## src/rtl/acq_regs.svh

```systemverilog
`ifndef ACQ_REGS_SVH
`define ACQ_REGS_SVH
// Byte addresses of the register words on the AHB-Lite port.
`define ACQ_PARTITION_ADDR  16'h800c
`define ACQ_RELEASE_ADDR    16'h8010
`define ACQ_RELEASE_STS_ADDR 16'h8018
`define ACQ_EVLEN_ADDR      16'h8020
`define ACQ_CONTROL_ADDR    16'h8100
`define ACQ_STATUS_ADDR     16'h8104
`define ACQ_SWTRIG_ADDR     16'h8108
`define ACQ_TRIGMASK_ADDR   16'h810c
// Field positions.
`define ACQ_CTL_COUNT_ALL   3
`define ACQ_CTL_RUN         2
`define ACQ_STS_READY       8
`define ACQ_STS_PLL         7
`define ACQ_STS_BYPASS      6
`define ACQ_STS_CLKEXT      5
`define ACQ_STS_FULL        4
`define ACQ_STS_EVREADY     3
`define ACQ_STS_RUN         2
`define ACQ_MSK_SW          31
`define ACQ_MSK_EXT         30
`define ACQ_MSK_LVL_HI      26
`define ACQ_MSK_LVL_LO      24
// Largest partition code and reset values.
`define ACQ_PART_MAX        4'ha
`define ACQ_PART_RST        4'h0
`define ACQ_CTL_RST         4'h0
`define ACQ_MSK_RST         32'h0000_0000
`endif

```

## src/rtl/acq_pkg.sv

```systemverilog
package acq_pkg;
   // Run-mode field, in field-value order 00, 01, 10, 11.
   typedef enum logic [1:0] {
      mode_reg_run, mode_sync_run, mode_sync_gate, mode_multi_sync
   } run_mode_e;
   // Acquisition run state.
   typedef enum logic {st_stopped, st_running} run_state_e;
   // Board conditions reported in the status word.
   typedef struct packed {
      logic board_ready;  // PLL and ADCs synchronised.
      logic pll_locked;   // PLL lock level.
      logic pll_bypass;   // PLL bypassed.
      logic clk_external; // External clock selected.
      logic event_full;   // Event store at its limit.
      logic event_ready;  // At least one event stored.
   } board_state_s;
   // One-cycle commands to the acquisition core.
   typedef struct packed {
      logic soft_clear;   // Clear acquisition logic.
      logic memory_reset; // Reset the event memory.
      logic trigger;      // One accepted trigger.
      logic release_req;  // Free blocks, count beside it.
   } acq_pulse_s;
endpackage

```

## src/rtl/acq_ctrl.sv

```systemverilog
`timescale 1ns/1ps
`include "acq_regs.svh"
// Function
// - Partition code splits memory into 2^code blocks
// - Partition write also issues a software clear
// - Release write frees first N blocks
// - Zero event length disables custom length
// - Control bit 3 picks trigger counting
// - Setting run bit starts run, resets memory
// - Clearing run bit stops, keeps stored data
// - Stopped board ignores all triggers
// - Mode 00: run bit control, gate open
// - Mode 01: sync input starts run, gate open
// - Mode 10: sync input is the gate
// - Mode 11: sync input only synchronises
// - Status bit 8 shows board ready
// - Status bit 7 latches lock loss until read
// - Status bits 4,3: events full, ready
// - Any software trigger write makes one trigger
// - Mask bits 7:0 enable channel local triggers
// - Local trigger needs bits 26:24 other channels over threshold
// - Mask bits 30,31 enable external, software triggers
// - Over-release sets a release error flag
module acq_ctrl
   import acq_pkg::*;
#(
   parameter int NCHAN = 8 // Channel count.
)(
   input  wire logic               hclk,          // Bus clock.
   input  wire logic               hresetn,       // Async reset.
   input  wire logic               hsel,          // Slave select.
   input  wire logic [15:0]        haddr,         // Byte address.
   input  wire logic [1:0]         htrans,        // Transfer type.
   input  wire logic               hwrite,        // Write flag.
   input  wire logic [2:0]         hsize,         // Word only.
   input  wire logic [31:0]        hwdata,        // Write data.
   input  wire logic               hready,        // Bus ready.
   output logic                    hreadyout,     // Always ready.
   output logic [31:0]             hrdata,        // Read data.
   output logic                    hresp,         // Always OKAY.
   input  wire logic [NCHAN-1:0]   chan_over_thr, // Over threshold.
   input  wire logic               external_trigger_input, // Level.
   input  wire logic               sync_in,       // Sync input.
   input  wire acq_pkg::board_state_s board,      // Board state.
   input  wire logic [10:0]        occupied_blocks, // Used blocks.
   output acq_pkg::acq_pulse_s     pulse,         // Commands.
   output logic [11:0]             release_count, // Blocks to free.
   output logic [3:0]              partition_code, // Block code.
   output logic [10:0]             block_count,   // 2^code blocks.
   output logic [31:0]             event_location_count, // Length.
   output logic                    custom_len_en, // Length in use.
   output logic                    count_all_trig, // Count mode.
   output logic                    gate_open,     // Acq gate.
   output logic                    sync_enable,   // Multiboard sync.
   output logic                    run_on         // Running.
);
   import acq_pkg::*;

   // Blocks for a partition code; codes above the top saturate.
   function automatic logic [10:0] blocks_of(input logic [3:0] c);
      logic [3:0] k;
      k = (c > `ACQ_PART_MAX) ? `ACQ_PART_MAX : c;
      return 11'h001 << k;
   endfunction

   // Number of ones in a channel vector.
   function automatic logic [3:0] ones(input logic [NCHAN-1:0] v);
      logic [3:0] s;
      s = 4'h0;
      for (int i = 0; i < NCHAN; i++) begin
         s = s + {3'h0, v[i]};
      end
      return s;
   endfunction

   logic        wr_pend;       // Write data phase pending.
   logic [15:0] wr_addr;       // Address of that write.
   logic        take;          // Address phase accepted.
   logic        st_read;       // Status word read this phase.
   logic [31:0] next_rdata;    // Read word for next cycle.
   logic [1:0]  mode;          // Run-mode field.
   logic        sw_en;         // Software trigger source on.
   logic        ext_en;        // External trigger source on.
   logic [2:0]  coin_lvl;      // Coincidence level.
   logic [NCHAN-1:0] chan_en;  // Channel trigger enables.
   logic        pll_flag;      // Sticky lock flag, 1 = no loss.
   logic        release_err;   // Sticky over-release flag.
   logic        sync_q;        // Sync input one cycle ago.
   logic        ext_q;         // External trigger one cycle ago.
   logic [NCHAN-1:0] chan_q;   // Threshold state one cycle ago.
   logic        local_hit;     // Qualified local trigger.
   logic        wr_part;       // Partition word written.
   logic        wr_rel;        // Release word written.
   logic        wr_ctl;        // Control word written.
   logic        wr_sw;         // Software trigger written.
   logic        next_run;      // Run state after this edge.
   run_state_e  run_state;     // Acquisition state.

   assign take    = hsel & htrans[1] & hready;
   assign st_read = take & ~hwrite & (haddr == `ACQ_STATUS_ADDR);
   assign wr_part = wr_pend & (wr_addr == `ACQ_PARTITION_ADDR);
   assign wr_rel  = wr_pend & (wr_addr == `ACQ_RELEASE_ADDR);
   assign wr_ctl  = wr_pend & (wr_addr == `ACQ_CONTROL_ADDR);
   assign wr_sw   = wr_pend & (wr_addr == `ACQ_SWTRIG_ADDR);

   // The slave never inserts wait states and never errors, so the
   // master's data phase always completes on the next edge.
   always_ff @(posedge hclk or negedge hresetn) begin
      if (!hresetn) begin
         hreadyout <= 1'b1;
         hresp     <= 1'b0;
      end else begin
         hreadyout <= 1'b1;
         hresp     <= 1'b0;
      end
   end

   // Capture each accepted write so its data can be taken next cycle.
   always_ff @(posedge hclk or negedge hresetn) begin
      if (!hresetn) begin
         wr_pend <= 1'b0;
         wr_addr <= 16'h0000;
      end else begin
         wr_pend <= take & hwrite;
         wr_addr <= haddr;
      end
   end

   // Read word, built in the address phase; unmapped reads give zero.
   always_comb begin
      next_rdata = 32'h0000_0000;
      case (haddr)
         `ACQ_PARTITION_ADDR: next_rdata[3:0] = partition_code;
         `ACQ_RELEASE_ADDR:   next_rdata[11:0] = release_count;
         `ACQ_RELEASE_STS_ADDR: next_rdata[0] = release_err;
         `ACQ_EVLEN_ADDR:     next_rdata = event_location_count;
         `ACQ_CONTROL_ADDR:   next_rdata[3:0] =
            {count_all_trig, run_on, mode};
         `ACQ_STATUS_ADDR: begin
            next_rdata[`ACQ_STS_READY]   = board.board_ready;
            next_rdata[`ACQ_STS_PLL]     = pll_flag;
            next_rdata[`ACQ_STS_BYPASS]  = board.pll_bypass;
            next_rdata[`ACQ_STS_CLKEXT]  = board.clk_external;
            next_rdata[`ACQ_STS_FULL]    = board.event_full;
            next_rdata[`ACQ_STS_EVREADY] = board.event_ready;
            next_rdata[`ACQ_STS_RUN]     = run_on;
         end
         `ACQ_TRIGMASK_ADDR: begin
            next_rdata[`ACQ_MSK_SW]  = sw_en;
            next_rdata[`ACQ_MSK_EXT] = ext_en;
            next_rdata[`ACQ_MSK_LVL_HI:`ACQ_MSK_LVL_LO] = coin_lvl;
            next_rdata[NCHAN-1:0] = chan_en;
         end
         default: next_rdata = 32'h0000_0000;
      endcase
   end

   // Read data is registered; a read right after a write to the same
   // word still sees the old value, traded for a flop-driven hrdata.
   always_ff @(posedge hclk or negedge hresetn) begin
      if (!hresetn) begin
         hrdata <= 32'h0000_0000;
      end else if (take & ~hwrite) begin
         hrdata <= next_rdata;
      end
   end

   // Partition code and its block count.
   always_ff @(posedge hclk or negedge hresetn) begin
      if (!hresetn) begin
         partition_code <= `ACQ_PART_RST;
         block_count    <= 11'h001;
      end else if (wr_part) begin
         partition_code <= hwdata[3:0];
         block_count    <= blocks_of(hwdata[3:0]);
      end
   end

   // Custom event length; zero turns the custom length off.
   always_ff @(posedge hclk or negedge hresetn) begin
      if (!hresetn) begin
         event_location_count <= 32'h0000_0000;
         custom_len_en        <= 1'b0;
      end else if (wr_pend & (wr_addr == `ACQ_EVLEN_ADDR)) begin
         event_location_count <= hwdata;
         custom_len_en        <= (hwdata != 32'h0000_0000);
      end
   end

   // Control fields other than the run bit.
   always_ff @(posedge hclk or negedge hresetn) begin
      if (!hresetn) begin
         count_all_trig <= 1'b0;
         mode           <= 2'h0;
      end else if (wr_ctl) begin
         count_all_trig <= hwdata[`ACQ_CTL_COUNT_ALL];
         mode           <= hwdata[1:0];
      end
   end

   // Trigger source mask.
   always_ff @(posedge hclk or negedge hresetn) begin
      if (!hresetn) begin
         sw_en    <= 1'b0;
         ext_en   <= 1'b0;
         coin_lvl <= 3'h0;
         chan_en  <= '0;
      end else if (wr_pend & (wr_addr == `ACQ_TRIGMASK_ADDR)) begin
         sw_en    <= hwdata[`ACQ_MSK_SW];
         ext_en   <= hwdata[`ACQ_MSK_EXT];
         coin_lvl <= hwdata[`ACQ_MSK_LVL_HI:`ACQ_MSK_LVL_LO];
         chan_en  <= hwdata[NCHAN-1:0];
      end
   end

   // Run state: the run bit starts and stops; in mode 01 a sync edge
   // also starts the run. Stopping touches no stored data.
   always_comb begin
      next_run = (run_state == st_running);
      case (run_state)
         st_stopped: begin
            if (wr_ctl & hwdata[`ACQ_CTL_RUN]) begin
               next_run = 1'b1;
            end else if (mode == 2'(mode_sync_run) & sync_in & ~sync_q) begin
               next_run = 1'b1;
            end
         end
         st_running: begin
            if (wr_ctl & ~hwdata[`ACQ_CTL_RUN]) begin
               next_run = 1'b0;
            end
         end
         default: next_run = 1'b0;
      endcase
   end

   always_ff @(posedge hclk or negedge hresetn) begin
      if (!hresetn) begin
         run_state <= st_stopped;
         run_on    <= 1'b0;
      end else begin
         run_state <= next_run ? st_running : st_stopped;
         run_on    <= next_run;
      end
   end

   // Gate and sync use follow the run-mode field.
   always_ff @(posedge hclk or negedge hresetn) begin
      if (!hresetn) begin
         gate_open   <= 1'b1;
         sync_enable <= 1'b1;
      end else begin
         gate_open   <= (mode != 2'(mode_sync_gate)) | sync_in;
         sync_enable <= (mode != 2'(mode_sync_gate));
      end
   end

   // Previous input levels, for edge detection.
   always_ff @(posedge hclk or negedge hresetn) begin
      if (!hresetn) begin
         sync_q <= 1'b0;
         ext_q  <= 1'b0;
         chan_q <= '0;
      end else begin
         sync_q <= sync_in;
         ext_q  <= external_trigger_input;
         chan_q <= chan_over_thr;
      end
   end

   // A newly crossing enabled channel triggers only when enough of the
   // other channels are over threshold in the same cycle.
   always_comb begin
      local_hit = 1'b0;
      for (int n = 0; n < NCHAN; n++) begin
         if (chan_en[n] & chan_over_thr[n] & ~chan_q[n] &
             (ones(chan_over_thr & ~(NCHAN'(1) << n)) >=
              {1'b0, coin_lvl})) begin
            local_hit = 1'b1;
         end
      end
   end

   // Command pulses; triggers pass only while running and gated.
   always_ff @(posedge hclk or negedge hresetn) begin
      if (!hresetn) begin
         pulse         <= '0;
         release_count <= 12'h000;
      end else begin
         pulse.soft_clear   <= wr_part;
         pulse.memory_reset <= next_run &
            (run_state == st_stopped);
         pulse.trigger      <= run_on & gate_open &
            (local_hit | (ext_en & external_trigger_input & ~ext_q) |
             (sw_en & wr_sw));
         pulse.release_req  <= wr_rel;
         if (wr_rel) begin
            release_count <= hwdata[11:0];
         end
      end
   end

   // Sticky flags: a loss of lock beats a restoring read; a new
   // over-release beats the clearing read.
   always_ff @(posedge hclk or negedge hresetn) begin
      if (!hresetn) begin
         pll_flag    <= 1'b1;
         release_err <= 1'b0;
      end else begin
         if (!board.pll_locked) begin
            pll_flag <= 1'b0;
         end else if (st_read) begin
            pll_flag <= 1'b1;
         end
         if (wr_rel & ({1'b0, occupied_blocks} < hwdata[11:0])) begin
            release_err <= 1'b1;
         end else if (take & ~hwrite &
                      (haddr == `ACQ_RELEASE_STS_ADDR)) begin
            release_err <= 1'b0;
         end
      end
   end
endmodule

```

## config.mk

```make
export PLATFORM = sky130hd
export DESIGN_NAME = acq_ctrl
export DESIGN_NICKNAME = d
export VERILOG_FILES = /design/src/rtl/acq_pkg.sv /design/src/rtl/acq_ctrl.sv
export VERILOG_INCLUDE_DIRS = /design/src /design/src/rtl
export SDC_FILE = /design/constraint.sdc
export NUM_CORES = 1
export LEC_CHECK = 0
export ABC_AREA = 1
export BUFFER_PORTS_ARGS = -buffer_cell sky130_fd_sc_hd__buf_2
export CAP_MARGIN = 20
export CORE_UTILIZATION = 54
export DETAILED_ROUTE_END_ITERATION = 8
export PLACE_DENSITY = 0.83
export SYNTH_ARGS = -nofsm -noshare
export SYNTH_HDL_FRONTEND = slang
export SYNTH_SLANG_ARGS = --single-unit
```

## constraint.sdc

```tcl
create_clock -name hclk -period 1.92 [get_ports hclk]
set_input_delay 0.288 -clock hclk [delete_from_list [all_inputs] [get_ports hclk]]
set_output_delay 0.288 -clock hclk [all_outputs]
set_load 0.03 [all_outputs]
```

# == Yosys cells after proc, flatten, opt, wreduce, memory -nomap -nowiden ==
# Index checks and enable logic that the tools add are counted.
# classes
addsub,33
magnitude_cmp,10
eq_ne,16
shift,1
n_mux,28
bitwise,63
reduce_logical,2
# op_table
operator,n
$eq A16 B16 Y1 const B,13
$add A4 B1 Y4,24
$and A1 B1 Y1,47
$ge A4 B3 Y1,8
$reduce_bool A32 Y1,1
$mux W1,16
$pmux W4 S4,1
$not A1 Y1,13
$add A3 B1 Y4,3
$lt A11 B12 Y1,1
$mux W12,1
$pmux W2 S6,1
$pmux W3 S2,2
$shl A1 B4 Y11 const A,1
$add A2 B1 Y3,3
$add A1 B1 Y2,3
$pmux W1 S6,1
$pmux W1 S5,1
$gt A4 B4 Y1 const B,1
$mux W4,1
$pmux W2 S2,1
$mux W3,1
$or A1 B1 Y1,3
$pmux W1 S3,1
5 further kinds,5
# totals
reg_bits,145
out_inout_bits,102

# == Longest topological paths before layout ==
# Gate-level depths: netlist of the first run.
# logic_depth
word_depth,19
ltp_mapped,21
mapped_depth_nobuf,21

# == Least setup slack after synthesis of the first run ==
# No wires, ideal clock.
# synth_path
path_kind,input -> register
startpoint,input port chan_over_thr[0]
endpoint,register pulse[1] (netlist name)
arrival_ns,3.445
t_required_ns,1.804
path_slack_ns,-1.641
path_stages,17
cell_sequence,fa_1 > ha_1 > inv_1 > fa_1 > inv_1 > ha_1 > ha_1 > ha_1 > ha_1 > o21ai_0 > nand2_1 > a21oi_1 > nand3_1 > nand2_1 > nand2_1 > nor2_1 > nor2_1
# synth_between
elab_chain_cells,18
# synth_lines
item,line_no,text
from (decl),acq_ctrl.sv:41,"input wire logic [NCHAN-1:0] chan_over_thr,"
branches (longest 14 deep; another with $add A4 B1 Y4),-,
$mux W1 (*),acq_ctrl.sv:276,if (chan_en[n] & chan_over_thr[n] & ~chan_q[n] &
$or A1 B1 Y1 (*) (2 in series),acq_ctrl.sv:294,(local_hit | (ext_en & external_trigger_input & ~ext_q) |
$and A1 B1 Y1 (*),acq_ctrl.sv:293,pulse.trigger <= run_on & gate_open &
to (decl),acq_ctrl.sv:46,"output acq_pkg::acq_pulse_s pulse,"
# Mark *: on every way between the ends.
# A chain may end at the register's enable or synchronous reset.

# == Final worst setup path of the first run ==
# layout_path
startpoint,input port chan_over_thr[1]
endpoint,register pulse[1] (netlist name)
# layout_between
elab_chain_cells,19
# layout_lines
item,line_no,text
$add A1 B1 Y2,acq_ctrl.sv:71,"s = s + {3'h0, v[i]};"
$add A2 B1 Y3,acq_ctrl.sv:71,
$add A3 B1 Y4,acq_ctrl.sv:71,
$add A4 B1 Y4 (3 in series),acq_ctrl.sv:71,
$ge A4 B3 Y1,acq_ctrl.sv:277,(ones(chan_over_thr & ~(NCHAN'(1) << n)) >=
$and A1 B1 Y1,acq_ctrl.sv:276,
$mux W1 (7 in series),acq_ctrl.sv:276,
$mux W1 (*),acq_ctrl.sv:276,
$or A1 B1 Y1 (*) (2 in series),acq_ctrl.sv:294,
$and A1 B1 Y1 (*),acq_ctrl.sv:293,
# Mark *: on every way between the ends. The rest lies on a longest branch, timed or not.

==> flow_results.org, run 1 <==
** Run status
- The run finished, with violations left.
- The final reports fail on setup timing.

** Clock network
- Total clock sinks :: 144
- The number of clock buffers added by TritonCTS is 17.
- At the later pin of the worst-skew pair, clock insertion delay measures 420 ps.
- Counting along the longest clock path gives a buffer depth of 2.
- Clock-pin slew was measured on the worst setup and hold paths at about 60 ps.
- Clock tree from TritonCTS :: yes
- Number of levels the H-tree was split into :: 4
- The tree is rooted in a clkbuf_16.

** Drt
- Vias/cell :: roughly 5.3
- Average wire per standard cell :: 16.05 µm
- Wires add up to 21660 µm.
- For this block, the initial DRC count from the detailed router was 498.
- DRT antenna net count :: 0
- The routed layout has approximately 7000 vias.
- After detailed routing, the number of remaining DRC violations is 0.
- The pre-antenna-repair detailed-routing pass consisted of 6 iterations.

** Synthesis
- Count of state elements after synthesis :: ~140
- Top_reg_cell synth :: dfrtp_1
- Post-Synthesis Net Count :: 1063
- Number of flops mapped to enable cells by yosys :: 0
- Mapped Area :: a little under 0.008 mm²
- The synthesized netlist devotes a little under a tenth of its cell area to compound gates.
- After synthesis, the largest family of logic cells by area is simple AND/OR/NAND/NOR gates.
- The portion of synthesized area spent on multiplexers is 0.1441%.
- After synthesis, the netlist uses 42 different library cells.
- Post-synthesis share of cell area spent on and, or, nand and nor gates :: 22.05%
- Counting flops with an async set or reset pin after synthesis yields a share of 100.0%.
- For this run, the register share of the synthesized area comes to 46.18%.
- Post-Synthesis Cells :: just over 900
- XOR/XNOR share of the synthesized area :: 0.6725%
- Syn Area/Cell :: between 8 and 9 µm²
- Of the total synthesized cell area, the portion taken by full adders, half adders and majority gates is 13.35%.
- YS warnings :: 0

** STA
- Derived from the worst setup path, the maximum achievable clock frequency is 322.6 MHz.
- The smallest clock period supported by the final layout is computed as between 3000 and 4000 ps.
- RSZ-0062 raised after global routing :: true
- Clock skew on the completed layout was measured at 7.876 ps.
- In this run the tightest slew margin relative to its limit is about two thirds.
- Across all setup checks in the final design, the least slack found is -1180 ps.
- Share of the clock period used by the worst path :: 161.5%
- The number of failing hold endpoints at the final stage was 0.
- At the pin with the least slew margin, the transition time is slightly above 500 ps.
- Final Setup Violations :: 1
- Count of final max-slew check failures :: 0

** Global routing
- Number of antenna violations at the first check in global routing :: 0
- Entering global routing, the biggest net connects 56 pins.
- The via count of the first global-routing pass was 7150.
- Wire length of the first global-routing pass :: 34210 µm
- For this run, the total global-route usage over all layers was measured as 30.19%.
- Aggregate global routing overflow :: 0

** Setup path
- STA classifies the critical path startpoint as a primary input.
- The cell that appears most often on the critical path is ha_4.
- Crit path buffers/inverters :: 3
- STA classifies the critical path endpoint as a flip-flop.
- Among cell families on the critical path, the largest total delay comes from adder cells.
- Ordered cell list for the critical path :: buf_8, fa_2, ha_4, inv_2, fa_1, inv_2, ha_4, ha_4, ha_4, ha_4, o21ai_1, nand2_1, a21oi_1, nand3_1, nand2_1, nand2_1, nor2_1, nor2_1
- Highest cell delay on the worst timing path :: 600 ps
- Worst endpoint data arrival time :: 3410 ps
- Highest-delay cell along the critical path :: fa_2
- Required time reported for the critical path endpoint :: 2230 ps
- Classification of the worst setup path :: in -> reg
- Largest fanout on the critical path :: 5

** Die
- I/O pin cnt :: 187
- Chip height :: between 100 and 150 µm
- For this configuration, the core starts out at a cell density of 55.86%.
- The floorplan step defined a die boundary enclosing 0.01495 mm².
- Horizontal die dimension :: between 100 and 150 µm
- After floorplanning, the core was divided into 43 placement rows.
- Core region area :: 0.01399 mm²

** Final layout
- Relative to the synthesized area, the layout overhead comes to 31.32%.
- Most common cell after layout, fill and taps aside :: nand2_1
- At the end of the flow the core is filled with cells to 73.35%.
- In the layout the commonest cells are nand2_1 (224), buf_2 (176), dfrtp_1 (140), inv_1 (122), o21ai_0 (65).
- Number of nets at the end of the flow :: 1313
- Fraction of final layout cells with drive strength greater than 1 :: between 20% and 30%

** Job
- Max-cap check violation count :: 0

** Pwr
- Maximum resistive drop on vdd :: 503.3 µV
- Power density over the cells :: 790.3 mW/mm²
- Summed over all cells, the static leakage comes to ~0.0054 µW.

** Placed design
- Post-place setup slack :: -1746 ps
- HPWL after DPL :: between 15000 and 20000 µm
- Routability congestion estimate :: 0.9056
- Number of buffers inserted by port buffering :: between 150 and 200

** Min path
- In this run the worst hold path is classified as in -> reg.
## metrics by stage
step	hold slack [ps]	area (µm²)	total power [µW]	TNS [ps]	cells
after floorplan	-7.591	7891	4268	-1396	906
after global placement	287.7	9432	4796	-1655	1299
after detailed placement	287.4	9432	4880	-1746	1299
after CTS	0.5885	10200	8104	-1186	1346
after global routing	0.9380	10260	8499	-1379	1349
final	9.824	10260	8109	-1180	1350
## report_power, final
part           internal (µW)  total (µW)  switching (µW)
Combinational            749        1720             976
Clock                   1870        3210            1340
Sequential              3120        3170            52.1
## cells in the mapped netlist, drive strengths merged (2+ instances only)
| cell | instances | area, µm² |
|---|---|---|
| a21boi | 3 | 22.52 |
| a21oi | 12 | 60.06 |
| a31oi | 8 | 81.33 |
| buf | 17 | 105.1 |
| clkbuf | 10 | 37.54 |
| conb | 2 | 7.510 |
| dfrtp | 140 | 3503 |
| dfstp | 4 | 105.1 |
| fa | 19 | 380.4 |
| ha | 53 | 663.1 |
| inv | 128 | 480.5 |
| nand2 | 233 | 899.6 |
| nand3 | 63 | 325.3 |
| nand3b | 2 | 15.01 |
| nand4 | 17 | 106.4 |
| nor2 | 58 | 225.2 |
| nor3 | 11 | 92.59 |
| nor4 | 6 | 52.55 |
| o21a | 2 | 15.01 |
| o21ai | 103 | 515.5 |
| o31ai | 2 | 15.01 |
| xor2 | 5 | 43.79 |
## metal layers
layer	vias to the layer above	GRT usage [%]	part of all wire, %
li1	3427	-	-
met1	3383	37.08	39
met2	327	50.56	50
met3	74	5.901	6.8
met4	0	15.63	4.4
met5	-	0	0
## registers in the layout, indices dropped and copies added, names as in the netlist, 2 cells and up
signal / cells
chan_en: 8
wr_addr: 16
chan_q: 8
pulse: 4
release_count: 12
block_count: 11
coin_lvl: 3
event_location_count: 32
hrdata: 32
partition_code: 4
mode: 2
## layout make-up
| type | count | area, µm² |
|---|---|---|
| Multi-Input combinational cell | 606 | 3702 |
| Sequential cell | 144 | 3608 |
| Fill cell | 993 | 3727 |
| Clock inverter | 13 | 128.9 |
| Tap cell | 180 | 225.2 |
| Clock buffer | 19 | 452.9 |
| Inverter | 129 | 491.7 |
| Antenna cell | 1 | 2.502 |
| Timing Repair Buffer | 258 | 1649 |
## final timing paths
check,start,endpoint,slack (ps),cells after the start
worst max-delay path,chan_over_thr[1],pulse[1],-1180,18
worst min-delay path,haddr[2],wr_addr[2],10,1
worst max register to register,coin_lvl[0],pulse[1],70,10
worst min register to register,mode[1],sync_enable,460,1
max in group asynchronous,hresetn,chan_q[1],880,3
min in group asynchronous,hresetn,hrdata[25],420,2
## timing repair
action	CTS	global route
hold buffers	14	0
pin swaps	2	7
buffers inserted	1	3
resized for setup	12	17
setup endpoints to repair	1	14
hold endpoints to repair	64	0
## logic make-up (layout without fill, tap and decap cells)
group,Yosys count,after routing
muxes,1,1
AOI/OAI and AO/OA,134,134
xor gates and xnor gates,6,6
and+or+nand+nor,391,391
buffers and inverters,156,419
DFF,144,144
other,2,3
adders and majority gates,72,72
Note: power is estimated with default switching activity, not from simulation.
==> run 2, diff against run 1 <==
Settings changed: BUFFER_PORTS_ARGS -buffer_cell sky130_fd_sc_hd__buf_2 to not set, CORE_ASPECT_RATIO set to 1.75, CORE_UTILIZATION 54 to 55, CTS_CLUSTER_DIAMETER set to 200, DONT_BUFFER_PORTS set to 1, PLACE_DENSITY 0.83 to 0.73.
==> run 2 against run 1 <==
  * The flow finishes with violations (hold timing, setup timing)
  * Clock skew grew 2.5 ps
  * Largest power group unchanged
  * Sequential cell count is the same
  * Power down 1.5%
  * Clock power grew 3%
  * Final cell count fell by 13%
==> flow_results.org, run 2 (same netlist as run 1, synthesis figures left out) <==
** Final layout
- Fraction of final layout cells with drive strength greater than 1 :: 14.13% (-14 points)
- Final std cells w/o fill :: 1175 (-13%)
- Final core utilization :: 67.49% (-5.9 points)
- Largest registers :: event_location_count (32), hrdata (32), wr_addr (16)
- The number of diodes is 0 (-1).
- Number of nets at the end of the flow :: 1142 (-13%)
- Summed area of non-filler cells in the final layout :: 0.009387 mm² (-8.5%)
- Most used cells in the layout excluding fill and tap cells :: nand2_1 (223), dfrtp_1 (140), inv_1 (123), o21ai_0 (65), nand3_1 (60)
- The filler cell count in the final layout was 1118 (+13%).
- Footprint of the multi-input gates :: 0.003697 mm² (-0.14%)
- Synthesis-to-finish area growth :: 20.13%
- Leaving out fill and tap cells, the most frequent cell in the layout is nand2_1.
- FF/Latch Area :: 0.003608 mm² (unchanged)

** Setup path
- Endpoint kind of the worst setup timing path :: flip-flop
- Worst endpoint data arrival time :: 3280 ps (-130 ps)
- The critical path in this run is classified as in -> reg.
- The maximum net fanout on the critical path came to 6 (+1).
- Worst setup SP type :: primary input
- Required time reported for the critical path endpoint :: 2220 ps (about the same)
- The worst register-to-register path ends at pulse[1].
- Worst reg2reg path startpoint :: coin_lvl[1]
- Register-to-Register Setup Slack :: 70 ps (about the same)
- The length in cells of the worst reg-to-reg path is 12 (+2).

** Run status
- The run finished, with violations left.
- The final reports fail on hold timing, setup timing.

** Global routing
- The pin count of the biggest net entering global routing is 145 (+160%).
- Number of antenna violations at the first check in global routing :: 0 (unchanged)
- The global-route wire length before repair came to 33920 µm (-0.85%).
- The met3 usage in global routing is 6.857% (+0.96 points).
- Aggregate global routing overflow :: 0 (unchanged)
- Met1 Track Usage GR :: 33.69% (-3.4 points)
- The total global-route track usage came to 30.13% (-0.064 points).
- The via count of the first global-routing pass was 6733 (-5.8%).
- Fraction of met2 tracks used by global routing :: 51.80% (+1.2 points)
- The global routing stage identified its most utilized layer as met2.

** Clock network
- The CTS clock-pin slew for the worst setup and hold paths was 70 ps (about the same).
- Root buffer cell :: clkbuf_16
- Clock tree from TritonCTS :: yes
- Number of levels the H-tree was split into :: 4 (unchanged)
- The count of hold buffers inserted by post-cts repair was 29 (+15).
- Maximum root-to-sink buffer count :: 2 (unchanged)
- The number of clock buffers inserted by TritonCTS was 17 (unchanged).
- The later-pin clock latency in the skew report is 410 ps (about the same).
- The total clock sinks is 144 (unchanged).

** STA
- Fin worst setup slack :: -1066 ps (+114.7 ps)
- The worst clock skew was 10.36 ps (+2.480 ps).
- The final critical-path required period is 2986 ps (-114.7 ps).
- The smallest hold slack came to -433.2 ps (-443.0 ps).
- Maximum clock frequency :: 335.0 MHz (+3.8%)
- The final-layout setup total negative slack was -1066 ps (+114.7 ps).
- Count of final max-slew check failures :: 0 (unchanged)
- The number of failing hold endpoints at the final stage came to 144 (+144).
- Share of the clock period used by the worst path :: 155.5% (-6.0 points)
- Final Setup Violations :: 1 (unchanged)
- Setup repair after global routing could not meet its margin everywhere.

** Placed design
- The number of port buffers was 0 (-100%).
- HPWL after DPL :: 15470 µm (-3.0%)
- The count of placed standard cells including taps is 1111 (-14%).
- Post-place setup slack :: -1582 ps (+164.5 ps)
- Dpl cell area :: 0.008446 mm² (-10%)
- The final weighted congestion in routability-driven placement is 0.9271 (+2.4%).

** Drt
- Vias/cell :: 5.511 (+3.2%)
- Number of iterations in the first detailed-routing pass :: 7 (+1)
- Post-detailed-route DRC marker count :: 0 (unchanged)
- Average wire per standard cell :: 17.96 µm (+12%)
- The number of violations reported at the end of detailed-routing iteration 0 is 394 (-21%).
- Total Wirelength :: 21110 µm (-2.6%)
- The number of antenna-violating nets in the routed design is 0 (unchanged).
- The via count was 6475 (-10%).

** Die
- Die ar. :: 0.01471 mm² (-1.7%)
- The number of primary I/O pins came to 187 (unchanged).
- Core region area :: 0.01391 mm² (-0.58%)
- The effective utilization at floorplan came to 56.19% (+0.33 points).
- The x dimension of the die is 92.10 µm (-25%).
- # rows :: 57 (+33%)
- Chip height :: 159.7 µm (+31%)

** Pwr
- The power per standard cell area is 850.6 mW/mm² (+7.6%).
- The static leakage was 0.004764 µW (-11%).
- Maximum resistive drop on vdd :: 745.5 µV (+48%)

** Min path
- The worst hold path belongs to the class in -> async.

** Job
- Max-cap check violation count :: 0 (unchanged)
## run 2: cell count changes in the layout (fill, tap and decap cells not counted), moves of 2 or more
cell	delta
a21oi_1	-2
nor2_1	+4
dlygate4sd3_1	+15
buf_2	-176
buf_8	-2
inv_8	+4
clkinvlp_4	-4
clkinv_8	+2
nor2_2	-4
buf_12	-3
a21oi_2	+2
buf_6	-4
clkbuf_8	-2
clkinv_2	+2
## run 2: cell type report
type / instances / area share, %
Tap cell: 177 / 2.359
Inverter: 129 / 5.172
Clock inverter: 15 / 1.840
Timing Repair Buffer: 87 / 8.264
Sequential cell: 144 / 38.44
Multi-Input combinational cell: 606 / 39.39
Clock buffer: 17 / 4.532
## run 2: repair_timing
action	CTS	global route
endpoints found under the hold margin	176	144
pin swaps	2	5
resized for setup	6	6
cloned	0	0
setup buffers	0	3
setup endpoints to repair	1	4
## run 2: stage by stage
step | hold slack, ps | total power (µW)
finish | -433.2 | 7985
global route | -447.0 | 8371
CTS | -446.5 | 8017
detailed placement | -4.909 | 4637
global placement | -4.858 | 4561
floorplan | -7.591 | 4268
## run 2: worst max-delay path by stage
stage,slack (ps),to,from,cells past startpoint
2_1_floorplan,-1400,pulse[1],chan_over_thr[2],17
3_3_place_gp,-1490,pulse[1],chan_over_thr[2],17
3_5_place_dp,-1580,pulse[1],chan_over_thr[2],17
4_1_cts,-1050,pulse[1],chan_over_thr[1],21
5_1_grt,-1190,pulse[1],chan_over_thr[2],17
6_report,-1070,pulse[1],chan_over_thr[2],17
## run 2: power breakdown
| part | switching, µW | internal (µW) | leakage (µW) |
|---|---|---|---|
| sequential | 175 | 3120 | 0.00152 |
| combinational | 736 | 652 | 0.00295 |
| clock | 1450 | 1860 | 0.000292 |
## run 2: critical path, stage by stage
cell and delay [ps]:
fa_2 600, ha_4 150, inv_2 30, fa_1 540, inv_2 70, ha_4 290, ha_4 220, ha_4 270
ha_4 180, o21ai_1 70, nand2_1 70, a21oi_1 150, nand3_1 80, nand2_1 80, nand2_1 50, nor2_1 100
nor2_1 40
## run 2: routing by layer
| layer | up-vias | wire, µm |
|---|---|---|
| met3 | 75 | 1287 |
| met2 | 241 | 10860 |
| li1 | 3082 | - |
| met5 | - | 0 |
| met1 | 3077 | 7747 |
| met4 | 0 | 1214 |
